==> src/pkg/pas_regs.svh <==
// Register offsets, field positions and reset values of the PHY management bank.
// Assumes a 5-bit register index and 16-bit register words.
`ifndef PAS_REGS_SVH
`define PAS_REGS_SVH

`define PAS_ADDR_W 5
`define PAS_DATA_W 16

`define PAS_OFF_PARTNER_BASE 5'h05
`define PAS_OFF_AN_EXPANSION 5'h06
`define PAS_OFF_LOCAL_NP 5'h07
`define PAS_OFF_PARTNER_NP 5'h08
`define PAS_OFF_RXERR_TALLY 5'h15
`define PAS_OFF_INT_CTRL 5'h1b
`define PAS_OFF_PHY_CTRL 5'h1f

`define PAS_RST_PARTNER_BASE 16'h0001
`define PAS_RST_LOCAL_NP 16'h2001
`define PAS_RST_TALLY 16'h0000
`define PAS_RST_INT_EN 8'h00
`define PAS_RST_INT_FLAG 8'h00

`define PAS_BIT_PAIRSWAP_DIS 13
`define PAS_BIT_FORCE_LINK 11
`define PAS_BIT_POWER_SAVE 10
`define PAS_BIT_INT_LEVEL 9
`define PAS_BIT_JABBER_EN 8
`define PAS_BIT_SQE_TEST 1
`define PAS_BIT_SCRAM_DIS 0
`define PAS_RST_POWER_SAVE 1'b1
`define PAS_RST_JABBER_EN 1'b1

`define PAS_BIT_NP_TOGGLE 11
`define PAS_LOCAL_NP_WMASK 16'hb7ff
`define PAS_PARTNER_BASE_MASK 16'hefff
`define PAS_INT_EN_HI 15
`define PAS_INT_EN_LO 8

`endif

==> src/pkg/pas_pkg.sv <==
// Types shared by the PHY management register bank.
// Assumes the status struct is driven by negotiation logic on the same clock.
package pas_pkg;

  // Status reported by the negotiation and link logic
  typedef struct packed {
    logic [15:0] base_word;
    logic base_strobe;
    logic [15:0] np_word;
    logic np_strobe;
    logic pd_fault;
    logic partner_np_able;
    logic partner_an_able;
    logic tx_toggle;
    logic link_up;
    logic remote_fault;
    logic jabber;
    logic partner_ack;
    logic energy;
    logic an_done;
    logic pause_result;
    logic isolate;
    logic [2:0] op_mode;
  } pas_status_s;

  // Controls steering the PHY datapath
  typedef struct packed {
    logic mdix_auto;
    logic force_link;
    logic power_save;
    logic jabber_en;
    logic sqe_test;
    logic scram_bypass;
  } pas_ctrl_s;

  typedef enum logic [1:0] {
    PAS_RX_IDLE,
    PAS_RX_PKT,
    PAS_RX_PKT_ERR
  } pas_rx_state_e;

endpackage

==> src/hw/pas_regs_top.sv <==
// Management register bank of a 10/100 PHY: partner ability, expansion,
// next pages, receive-error tally, interrupt control and PHY control.
// Assumes status inputs are synchronous to clk; the receive pins arrive
// from the receive clock domain and are synchronised here.
// Limitation: the receive-error tally saturates and a read never clears it.
// The interrupt pin idles high after reset, since polarity resets to active low.
`timescale 1ns/1ps
`include "pas_regs.svh"

module pas_regs_top
  import pas_pkg::*;
#(
  parameter int ADDR_W = `PAS_ADDR_W,
  parameter int DATA_W = `PAS_DATA_W
) (
  input wire logic clk,
  input wire logic rst,
  input wire logic [ADDR_W-1:0] reg_addr,
  input wire logic [DATA_W-1:0] reg_wdata,
  input wire logic reg_wr,
  input wire logic reg_rd,
  output logic [DATA_W-1:0] reg_rdata,
  input wire pas_status_s phy_status,
  input wire logic rx_clk,
  input wire logic rx_dv,
  input wire logic rx_er,
  output pas_ctrl_s phy_ctrl,
  output logic [15:0] local_np_tx,
  output logic int_pin
);

  // Address match, shared by write and read decode
  function automatic logic addr_hit(input logic [ADDR_W-1:0] a, input logic [4:0] off);
    addr_hit = (a == ADDR_W'(off));
  endfunction

  // Receive pin synchronisers: stage one feeds stage two only
  logic [2:0] rx_meta;
  logic [2:0] rx_sync;
  logic rx_clk_prev;
  logic [2:0] next_rx_meta;
  logic [2:0] next_rx_sync;
  logic next_rx_clk_prev;

  always_comb begin
    next_rx_meta = {rx_clk, rx_dv, rx_er};
    next_rx_sync = rx_meta;
    next_rx_clk_prev = rx_sync[2];
  end

  always_ff @(posedge clk or posedge rst) begin
    if (rst) begin
      rx_meta <= 3'h0;
      rx_sync <= 3'h0;
      rx_clk_prev <= 1'b0;
    end else begin
      rx_meta <= next_rx_meta;
      rx_sync <= next_rx_sync;
      rx_clk_prev <= next_rx_clk_prev;
    end
  end

  // Data and valid share the clock's sync delay, so sample them on its edge
  logic rx_edge;
  assign rx_edge = rx_sync[2] & ~rx_clk_prev;

  // Packet tracker: one tally step per errored packet, not per error nibble
  pas_rx_state_e rx_state;
  pas_rx_state_e next_rx_state;
  logic [15:0] tally;
  logic [15:0] next_tally;
  logic rx_err_ev;
  logic next_rx_err_ev;

  always_comb begin
    next_rx_state = rx_state;
    next_tally = tally;
    next_rx_err_ev = 1'b0;
    // Only a synchronised receive clock rise moves the tracker
    if (rx_edge) begin
      case (rx_state)
        PAS_RX_IDLE: begin
          if (rx_sync[1]) begin
            next_rx_state = rx_sync[0] ? PAS_RX_PKT_ERR : PAS_RX_PKT;
          end
        end
        PAS_RX_PKT: begin
          if (!rx_sync[1]) begin
            next_rx_state = PAS_RX_IDLE;
          end else if (rx_sync[0]) begin
            next_rx_state = PAS_RX_PKT_ERR;
          end
        end
        PAS_RX_PKT_ERR: begin
          if (!rx_sync[1]) begin
            next_rx_state = PAS_RX_IDLE;
            next_rx_err_ev = 1'b1;
            // Saturate rather than wrap so a busy line never looks clean
            if (tally != 16'hffff) begin
              next_tally = tally + 16'h0001;
            end
          end
        end
        default: begin
          next_rx_state = PAS_RX_IDLE;
        end
      endcase
    end
  end

  always_ff @(posedge clk or posedge rst) begin
    if (rst) begin
      rx_state <= PAS_RX_IDLE;
      tally <= `PAS_RST_TALLY;
      rx_err_ev <= 1'b0;
    end else begin
      rx_state <= next_rx_state;
      tally <= next_tally;
      rx_err_ev <= next_rx_err_ev;
    end
  end

  // Register state
  logic [15:0] partner_base;
  logic [15:0] partner_np;
  logic pd_fault_lh;
  logic page_rx_lh;
  logic [15:0] local_np;
  logic [7:0] int_en;
  logic [7:0] int_flag;
  logic pairswap_dis;
  logic force_link;
  logic power_save;
  logic int_level;
  logic jabber_en;
  logic sqe_test;
  logic scram_dis;
  logic link_prev;

  // Next values of the register state
  logic [15:0] next_partner_base;
  logic [15:0] next_partner_np;
  logic next_pd_fault_lh;
  logic next_page_rx_lh;
  logic [15:0] next_local_np;
  logic [7:0] next_int_en;
  logic [7:0] next_int_flag;
  logic next_pairswap_dis;
  logic next_force_link;
  logic next_power_save;
  logic next_int_level;
  logic next_jabber_en;
  logic next_sqe_test;
  logic next_scram_dis;
  logic next_link_prev;

  // Next values of the registered outputs
  logic [15:0] next_rdata;
  logic next_int_pin;
  pas_ctrl_s next_ctrl;
  logic [15:0] next_np_tx;

  // Event vector, jabber at the top and link up at the bottom
  logic page_ev;
  logic [7:0] events;
  assign page_ev = phy_status.base_strobe | phy_status.np_strobe;
  assign events = {phy_status.jabber & jabber_en,
                   rx_err_ev,
                   page_ev,
                   phy_status.pd_fault,
                   phy_status.partner_ack,
                   link_prev & ~phy_status.link_up,
                   phy_status.remote_fault,
                   ~link_prev & phy_status.link_up};

  // Strobe decode per register; a read clears only its own register's flags
  logic wr_np;
  logic wr_int;
  logic wr_ctl;
  logic rd_exp;
  logic rd_int;
  assign wr_np = reg_wr & addr_hit(reg_addr, `PAS_OFF_LOCAL_NP);
  assign wr_int = reg_wr & addr_hit(reg_addr, `PAS_OFF_INT_CTRL);
  assign wr_ctl = reg_wr & addr_hit(reg_addr, `PAS_OFF_PHY_CTRL);
  assign rd_exp = reg_rd & addr_hit(reg_addr, `PAS_OFF_AN_EXPANSION);
  assign rd_int = reg_rd & addr_hit(reg_addr, `PAS_OFF_INT_CTRL);

  // Vendor control word as software reads it back
  logic [15:0] ctl_word;
  assign ctl_word = {2'b00, pairswap_dis, phy_status.energy, force_link, power_save,
                     int_level, jabber_en, phy_status.an_done, phy_status.pause_result,
                     phy_status.isolate, phy_status.op_mode, sqe_test, scram_dis};

  // Next values of the bank; a set in the read cycle beats the clear
  always_comb begin
    // Hold every register except link_prev unless a strobe below moves it
    next_partner_base = partner_base;
    next_partner_np = partner_np;
    next_local_np = local_np;
    next_int_en = int_en;
    next_pairswap_dis = pairswap_dis;
    next_force_link = force_link;
    next_power_save = power_save;
    next_int_level = int_level;
    next_jabber_en = jabber_en;
    next_sqe_test = sqe_test;
    next_scram_dis = scram_dis;
    next_link_prev = phy_status.link_up;
    // Pause, technology and selector come straight from the base word
    if (phy_status.base_strobe) begin
      next_partner_base = phy_status.base_word & `PAS_PARTNER_BASE_MASK;
    end
    // Partner next page is kept whole; software sorts out the fields
    if (phy_status.np_strobe) begin
      next_partner_np = phy_status.np_word;
    end

    // Latched and self-clearing flags; the event term keeps a set alive over the clear
    next_pd_fault_lh = (pd_fault_lh & ~rd_exp) | phy_status.pd_fault;
    next_page_rx_lh = (page_rx_lh & ~rd_exp) | page_ev;
    next_int_flag = (int_flag & {8{~rd_int}}) | events;

    // Writable words; read-only bits are masked off at the write
    if (wr_np) begin
      next_local_np = reg_wdata & `PAS_LOCAL_NP_WMASK;
    end
    // Enables sit in the upper byte; the flag byte below ignores writes
    if (wr_int) begin
      next_int_en = reg_wdata[`PAS_INT_EN_HI:`PAS_INT_EN_LO];
    end

    // Negotiation complete follows the negotiation logic; a write to it is dropped
    if (wr_ctl) begin
      next_pairswap_dis = reg_wdata[`PAS_BIT_PAIRSWAP_DIS];
      next_force_link = reg_wdata[`PAS_BIT_FORCE_LINK];
      next_power_save = reg_wdata[`PAS_BIT_POWER_SAVE];
      next_int_level = reg_wdata[`PAS_BIT_INT_LEVEL];
      next_jabber_en = reg_wdata[`PAS_BIT_JABBER_EN];
      next_sqe_test = reg_wdata[`PAS_BIT_SQE_TEST];
      next_scram_dis = reg_wdata[`PAS_BIT_SCRAM_DIS];
    end

    // Read mux; unmapped indexes read zero
    next_rdata = 16'h0000;
    if (reg_rd) begin
      case (1'b1)
        addr_hit(reg_addr, `PAS_OFF_PARTNER_BASE): next_rdata = partner_base;
        addr_hit(reg_addr, `PAS_OFF_AN_EXPANSION): begin
          next_rdata = {11'h000, pd_fault_lh, phy_status.partner_np_able, 1'b1,
                        page_rx_lh, phy_status.partner_an_able};
        end
        addr_hit(reg_addr, `PAS_OFF_LOCAL_NP): begin
          next_rdata = local_np;
          next_rdata[`PAS_BIT_NP_TOGGLE] = phy_status.tx_toggle;
        end
        addr_hit(reg_addr, `PAS_OFF_PARTNER_NP): next_rdata = partner_np;
        addr_hit(reg_addr, `PAS_OFF_RXERR_TALLY): next_rdata = tally;
        addr_hit(reg_addr, `PAS_OFF_INT_CTRL): next_rdata = {int_en, int_flag};
        addr_hit(reg_addr, `PAS_OFF_PHY_CTRL): next_rdata = ctl_word;
        default: next_rdata = 16'h0000;
      endcase
    end

    // Pin follows the flags as they stand, so it drops one cycle after a clearing read
    next_int_pin = (|(int_en & int_flag)) ~^ int_level;

    // Datapath controls are registered copies of the bank bits; mdix_auto is the inverse of pairswap_dis
    next_ctrl.mdix_auto = ~pairswap_dis;
    next_ctrl.force_link = force_link;
    next_ctrl.power_save = power_save;
    next_ctrl.jabber_en = jabber_en;
    next_ctrl.sqe_test = sqe_test;
    next_ctrl.scram_bypass = scram_dis;

    // Sent word carries the live toggle, the same one software reads back
    next_np_tx = local_np;
    next_np_tx[`PAS_BIT_NP_TOGGLE] = phy_status.tx_toggle;
  end

  // Register the bank and every output
  always_ff @(posedge clk or posedge rst) begin
    if (rst) begin
      partner_base <= `PAS_RST_PARTNER_BASE;
      partner_np <= 16'h0000;
      pd_fault_lh <= 1'b0;
      page_rx_lh <= 1'b0;
      local_np <= `PAS_RST_LOCAL_NP;
      int_en <= `PAS_RST_INT_EN;
      int_flag <= `PAS_RST_INT_FLAG;
      pairswap_dis <= 1'b0;
      force_link <= 1'b0;
      power_save <= `PAS_RST_POWER_SAVE;
      int_level <= 1'b0;
      jabber_en <= `PAS_RST_JABBER_EN;
      sqe_test <= 1'b0;
      scram_dis <= 1'b0;
      link_prev <= 1'b0;
      // Outputs start at their idle levels
      reg_rdata <= 16'h0000;
      int_pin <= 1'b1; // Idle level of an active-low pin
      phy_ctrl <= '{mdix_auto: 1'b1, force_link: 1'b0, power_save: 1'b1,
                    jabber_en: 1'b1, sqe_test: 1'b0, scram_bypass: 1'b0};
      local_np_tx <= `PAS_RST_LOCAL_NP;
    end else begin
      partner_base <= next_partner_base;
      partner_np <= next_partner_np;
      pd_fault_lh <= next_pd_fault_lh;
      page_rx_lh <= next_page_rx_lh;
      local_np <= next_local_np;
      int_en <= next_int_en;
      int_flag <= next_int_flag;
      pairswap_dis <= next_pairswap_dis;
      force_link <= next_force_link;
      power_save <= next_power_save;
      int_level <= next_int_level;
      jabber_en <= next_jabber_en;
      sqe_test <= next_sqe_test;
      scram_dis <= next_scram_dis;
      link_prev <= next_link_prev;
      reg_rdata <= next_rdata;
      int_pin <= next_int_pin;
      phy_ctrl <= next_ctrl;
      local_np_tx <= next_np_tx;
    end
  end

endmodule

==> config.mk <==
export PLATFORM = sky130hd
export DESIGN_NAME = pas_regs_top
export DESIGN_NICKNAME = d
export VERILOG_FILES = /design/src/pkg/pas_pkg.sv /design/src/hw/pas_regs_top.sv
export VERILOG_INCLUDE_DIRS = /design/src /design/src/pkg
export SDC_FILE = /design/constraint.sdc
export NUM_CORES = 1
export LEC_CHECK = 0
export ABC_AREA = 1
export BUFFER_PORTS_ARGS = -buffer_cell sky130_fd_sc_hd__buf_2
export CAP_MARGIN = 0
export CORE_ASPECT_RATIO = 0.6
export CORE_UTILIZATION = 25
export CTS_CLUSTER_DIAMETER = 30
export CTS_CLUSTER_SIZE = 10
export DETAILED_ROUTE_END_ITERATION = 7
export GPL_TIMING_DRIVEN = 0
export SYNTH_ARGS = -nofsm -noshare
export SYNTH_HDL_FRONTEND = slang
export SYNTH_SLANG_ARGS = --single-unit
==> constraint.sdc <==
create_clock -name clk -period 3.65 [get_ports clk]
set_input_delay 0.1825 -clock clk [delete_from_list [all_inputs] [get_ports clk]]
set_output_delay 0.1825 -clock clk [all_outputs]
set_load 0.1 [all_outputs]
==> flow_summary.json <==
{
  "status": "finished with violations",
  "failed_checks": "DRC",
  "num_antenna_cells": 0,
  "grt_use_total_pct": 16.00,
  "initial_utilization_pct": 25.51,
  "finalNonFillerCells": 1135,
  "drc": 2,
  "antenna_found_initial": 0,
  "crit_fanout": 10,
  "clkTransAtPathRegs_ns": 0.07,
  "cp.arrival_ns": 2.33,
  "via_count": 4949,
  "r2r_setup_slack_ns": 1.63,
  "yosysSeqAreaShare_pct": 57.49,
  "setup_viol": 0,
  "grt_setup_unrepaired": "false",
  "fin_skew_ns": 0.01207,
  "fin_ws_ns": 1.631,
  "period_needed_ns": 2.019,
  "die-width_um": 200.3,
  "rows": 43,
  "cts_setup_buffers": 0,
  "worst_slew_pin_slew_ns": 0.6249,
  "syn-num-nets": 716,
  "start_kind": "flip-flop",
  "gp_congestion": 0.9148,
  "syn_inst": 638,
  "finalHoldViolCount": 0,
  "ios": 116,
  "root_buffer": "clkbuf_16",
  "grt-ovfl-total": 0,
  "synth_area_um2": 5901,
  "core_um2": 23130,
  "antenna_left": 0,
  "synth_area_per_cell_um2": 9.249,
  "tns_ns": 0,
  "layout_common_cells": "nand2_1 (146), dfrtp_1 (124), buf_2 (114)",
  "htreeDepth": 4,
  "synth_cell_types": 44,
  "port_buffers": 111,
  "synthTopCellsByArea": "dfrtp_1 (53%), nand2_1 (9.3%), o21ai_0 (6.5%)",
  "hp-class": "primary input to flip-flop",
  "insertion_delay_ns": 0.43,
  "area_growth_pct": 33.52,
  "slew_violations": 0,
  "yosys.area.top_type_share_pct": 52.59,
  "worstPathRequired_ns": 3.96,
  "yosysTopAreaCell": "dfrtp_1",
  "p_per_area_nw_per_um2": 566.4,
  "grt_max_degree": 43,
  "clockBufferDepth": 2,
  "cts.sinks": 135,
  "wl_per_cell_um": 15.89,
  "maxCapViolCount": 0,
  "mostFrequentLayoutCell": "nand2_1",
  "post-route-period-util_pct": 55.32,
  "p_leak_nw": 3.729,
  "crit_path_end_kind": "flip-flop",
  "drive_gt1_share_pct": 26.46,
  "drt_first_pass_iters": 7,
  "drt_iter0_markers": 334,
  "vias_per_cell": 4.360,
  "cts_tree": "done",
  "hold_ws_ns": 0.01495,
  "relSlewSlack_pct": 58.34,
  "cts_buffers": 17,
  "chipHeight_um": 121,
  "max_freq_mhz": 495.2,
  "final_util_pct": 34.06,
  "wirelength_um": 18030,
  "grt_pass1_vias": 4979,
  "die_area_um2": 24240,
  "yosysWarnings": 0,
  "ir_drop_mv": 0.3045,
  "fillerInstances": 2433,
  "synth-seq-cells": 135,
  "worst-setup-path-type": "flip-flop to flip-flop",
  "post-place-ws_ns": 1.659,
  "nets": 885,
  "place_inst": 1067,
  "hpwl_um": 13810,
  "grt_pass1_wl_um": 28640
}
==> what timing repair did <==
item | in CTS | in global routing
hold buffers | 36 | 0
gates resized for setup | 0 | 0
hold endpoints to repair | 49 | 0
==> cells in the mapped netlist <==
cell type  count
dfrtp_1      124
o211ai_1       4
nor2_4         3
o21bai_1       3
a22o_1         1
nor3_1         4
inv_1         70
buf_2          3
or2_0          1
nand3_2        1
buf_6          2
nand3_1       43
a31oi_1        1
nor4_2         1
nor3_4         1
nor2_1        29
xor2_1         5
ha_1           1
o21ai_2        3
o2111ai_1      1
nand2_2        4
conb_1         1
a221oi_1       1
clkinv_1       2
mux2_1         1
a21oi_1       23
buf_4          4
clkbuf_1      10
o21ai_0       77
dfstp_2       11
nand2_1      146
or2_2          7
nand2_4        2
o21ai_1        5
o21a_1         1
mux2_2        16
inv_2          6
nor3_2         1
xnor2_1        7
nand4_1        3
o221ai_1       1
nand3b_1       2
nor2_2         5
o31ai_1        1
==> flip-flops by register name (all words and copies together), names as in the netlist, 2 cells and up <==
| register | cells |
|---|---|
| reg_rdata | 16 |
| tally | 16 |
| int_en | 8 |
| local_np_tx | 15 |
| phy_ctrl | 6 |
| int_flag | 8 |
| local_np | 14 |
| rx_sync | 3 |
| next_rx_sync | 3 |
| partner_base | 15 |
| rx_state | 2 |
| partner_np | 16 |
==> worst paths after layout <==
kind / startpoint / to / depth (start not counted)
min: phy_status[39] / partner_base[6]$_DFFE_PP0P_ / 2
max in group asynchronous: rst / phy_ctrl[5]$_DFF_PP1_ / 5
max reg2reg: tally[0]$_DFFE_PP0P_ / tally[3]$_DFFE_PP0P_ / 11
max: tally[0]$_DFFE_PP0P_ / tally[3]$_DFFE_PP0P_ / 11
min in group asynchronous: rst / next_rx_sync[2]$_DFF_PP0_ / 3
min reg2reg: next_rx_sync[2]$_DFF_PP0_ / rx_sync[2]$_DFF_PP0_ / 0
==> where the power goes <==
| group | internal (mW) | switching (mW) |
|---|---|---|
| Clock | 1.04 | 0.737 |
| Combinational | 0.211 | 0.655 |
| Sequential | 1.70 | 0.127 |
==> worst max-delay path, stage by stage, from the launching register on <==
cell     delay (ns)
dfrtp_1        0.39
ha_1           0.23
nand3_1        0.16
nor2_2         0.24
nand3_2        0.15
nor2_4         0.14
nand2_2        0.08
nand2_4        0.11
inv_2          0.10
buf_6          0.16
nand3_1        0.07
nand2_1        0.07
==> metrics by stage <==
stage	power [mW]	area, µm²
after floorplan	2.450	5904
after global placement	2.666	6854
after detailed placement	2.683	6914
after CTS	4.502	7879
after global routing	4.679	7879
final	4.463	7879
==> layer usage <==
metal  global-route usage [%]  share of wire [%]  routed length (µm)
met1                    23.59                 51                9214
met2                    21.85                 40                7177
met3                    5.129                7.7                1395
met4                    4.914                1.3                 243
met5                        0                  0                   0
==> logic make-up (layout without fill, tap and decap cells) <==
family                     Yosys count  count (layout)  synth area share [%]
other                                1               1               0.06355
AOI/OAI and AO/OA                  122             122                 11.20
xor gates and xnor gates            12              12                 1.781
muxes                               17              17                 3.244
buffers and inverters               97             279                 6.743
and+or+nand+nor                    253             253                 19.27
adders and majority gates            1               1                0.2120
DFF                                135             135                 57.49
==> layout make-up <==
type / count / area [µm²] / share of cell area, %
Timing Repair Buffer: 150 / 975.9 / 12.39
Inverter: 78 / 296.5 / 3.764
Sequential cell: 135 / 3392 / 43.05
Clock inverter: 15 / 178.9 / 2.271
Buffer: 19 / 105.1 / 1.334
Clock buffer: 17 / 425.4 / 5.399
Multi-Input combinational cell: 406 / 2111 / 26.79
Tap cell: 315 / 394.1 / 5.002
(Power assumes the default switching activity.)
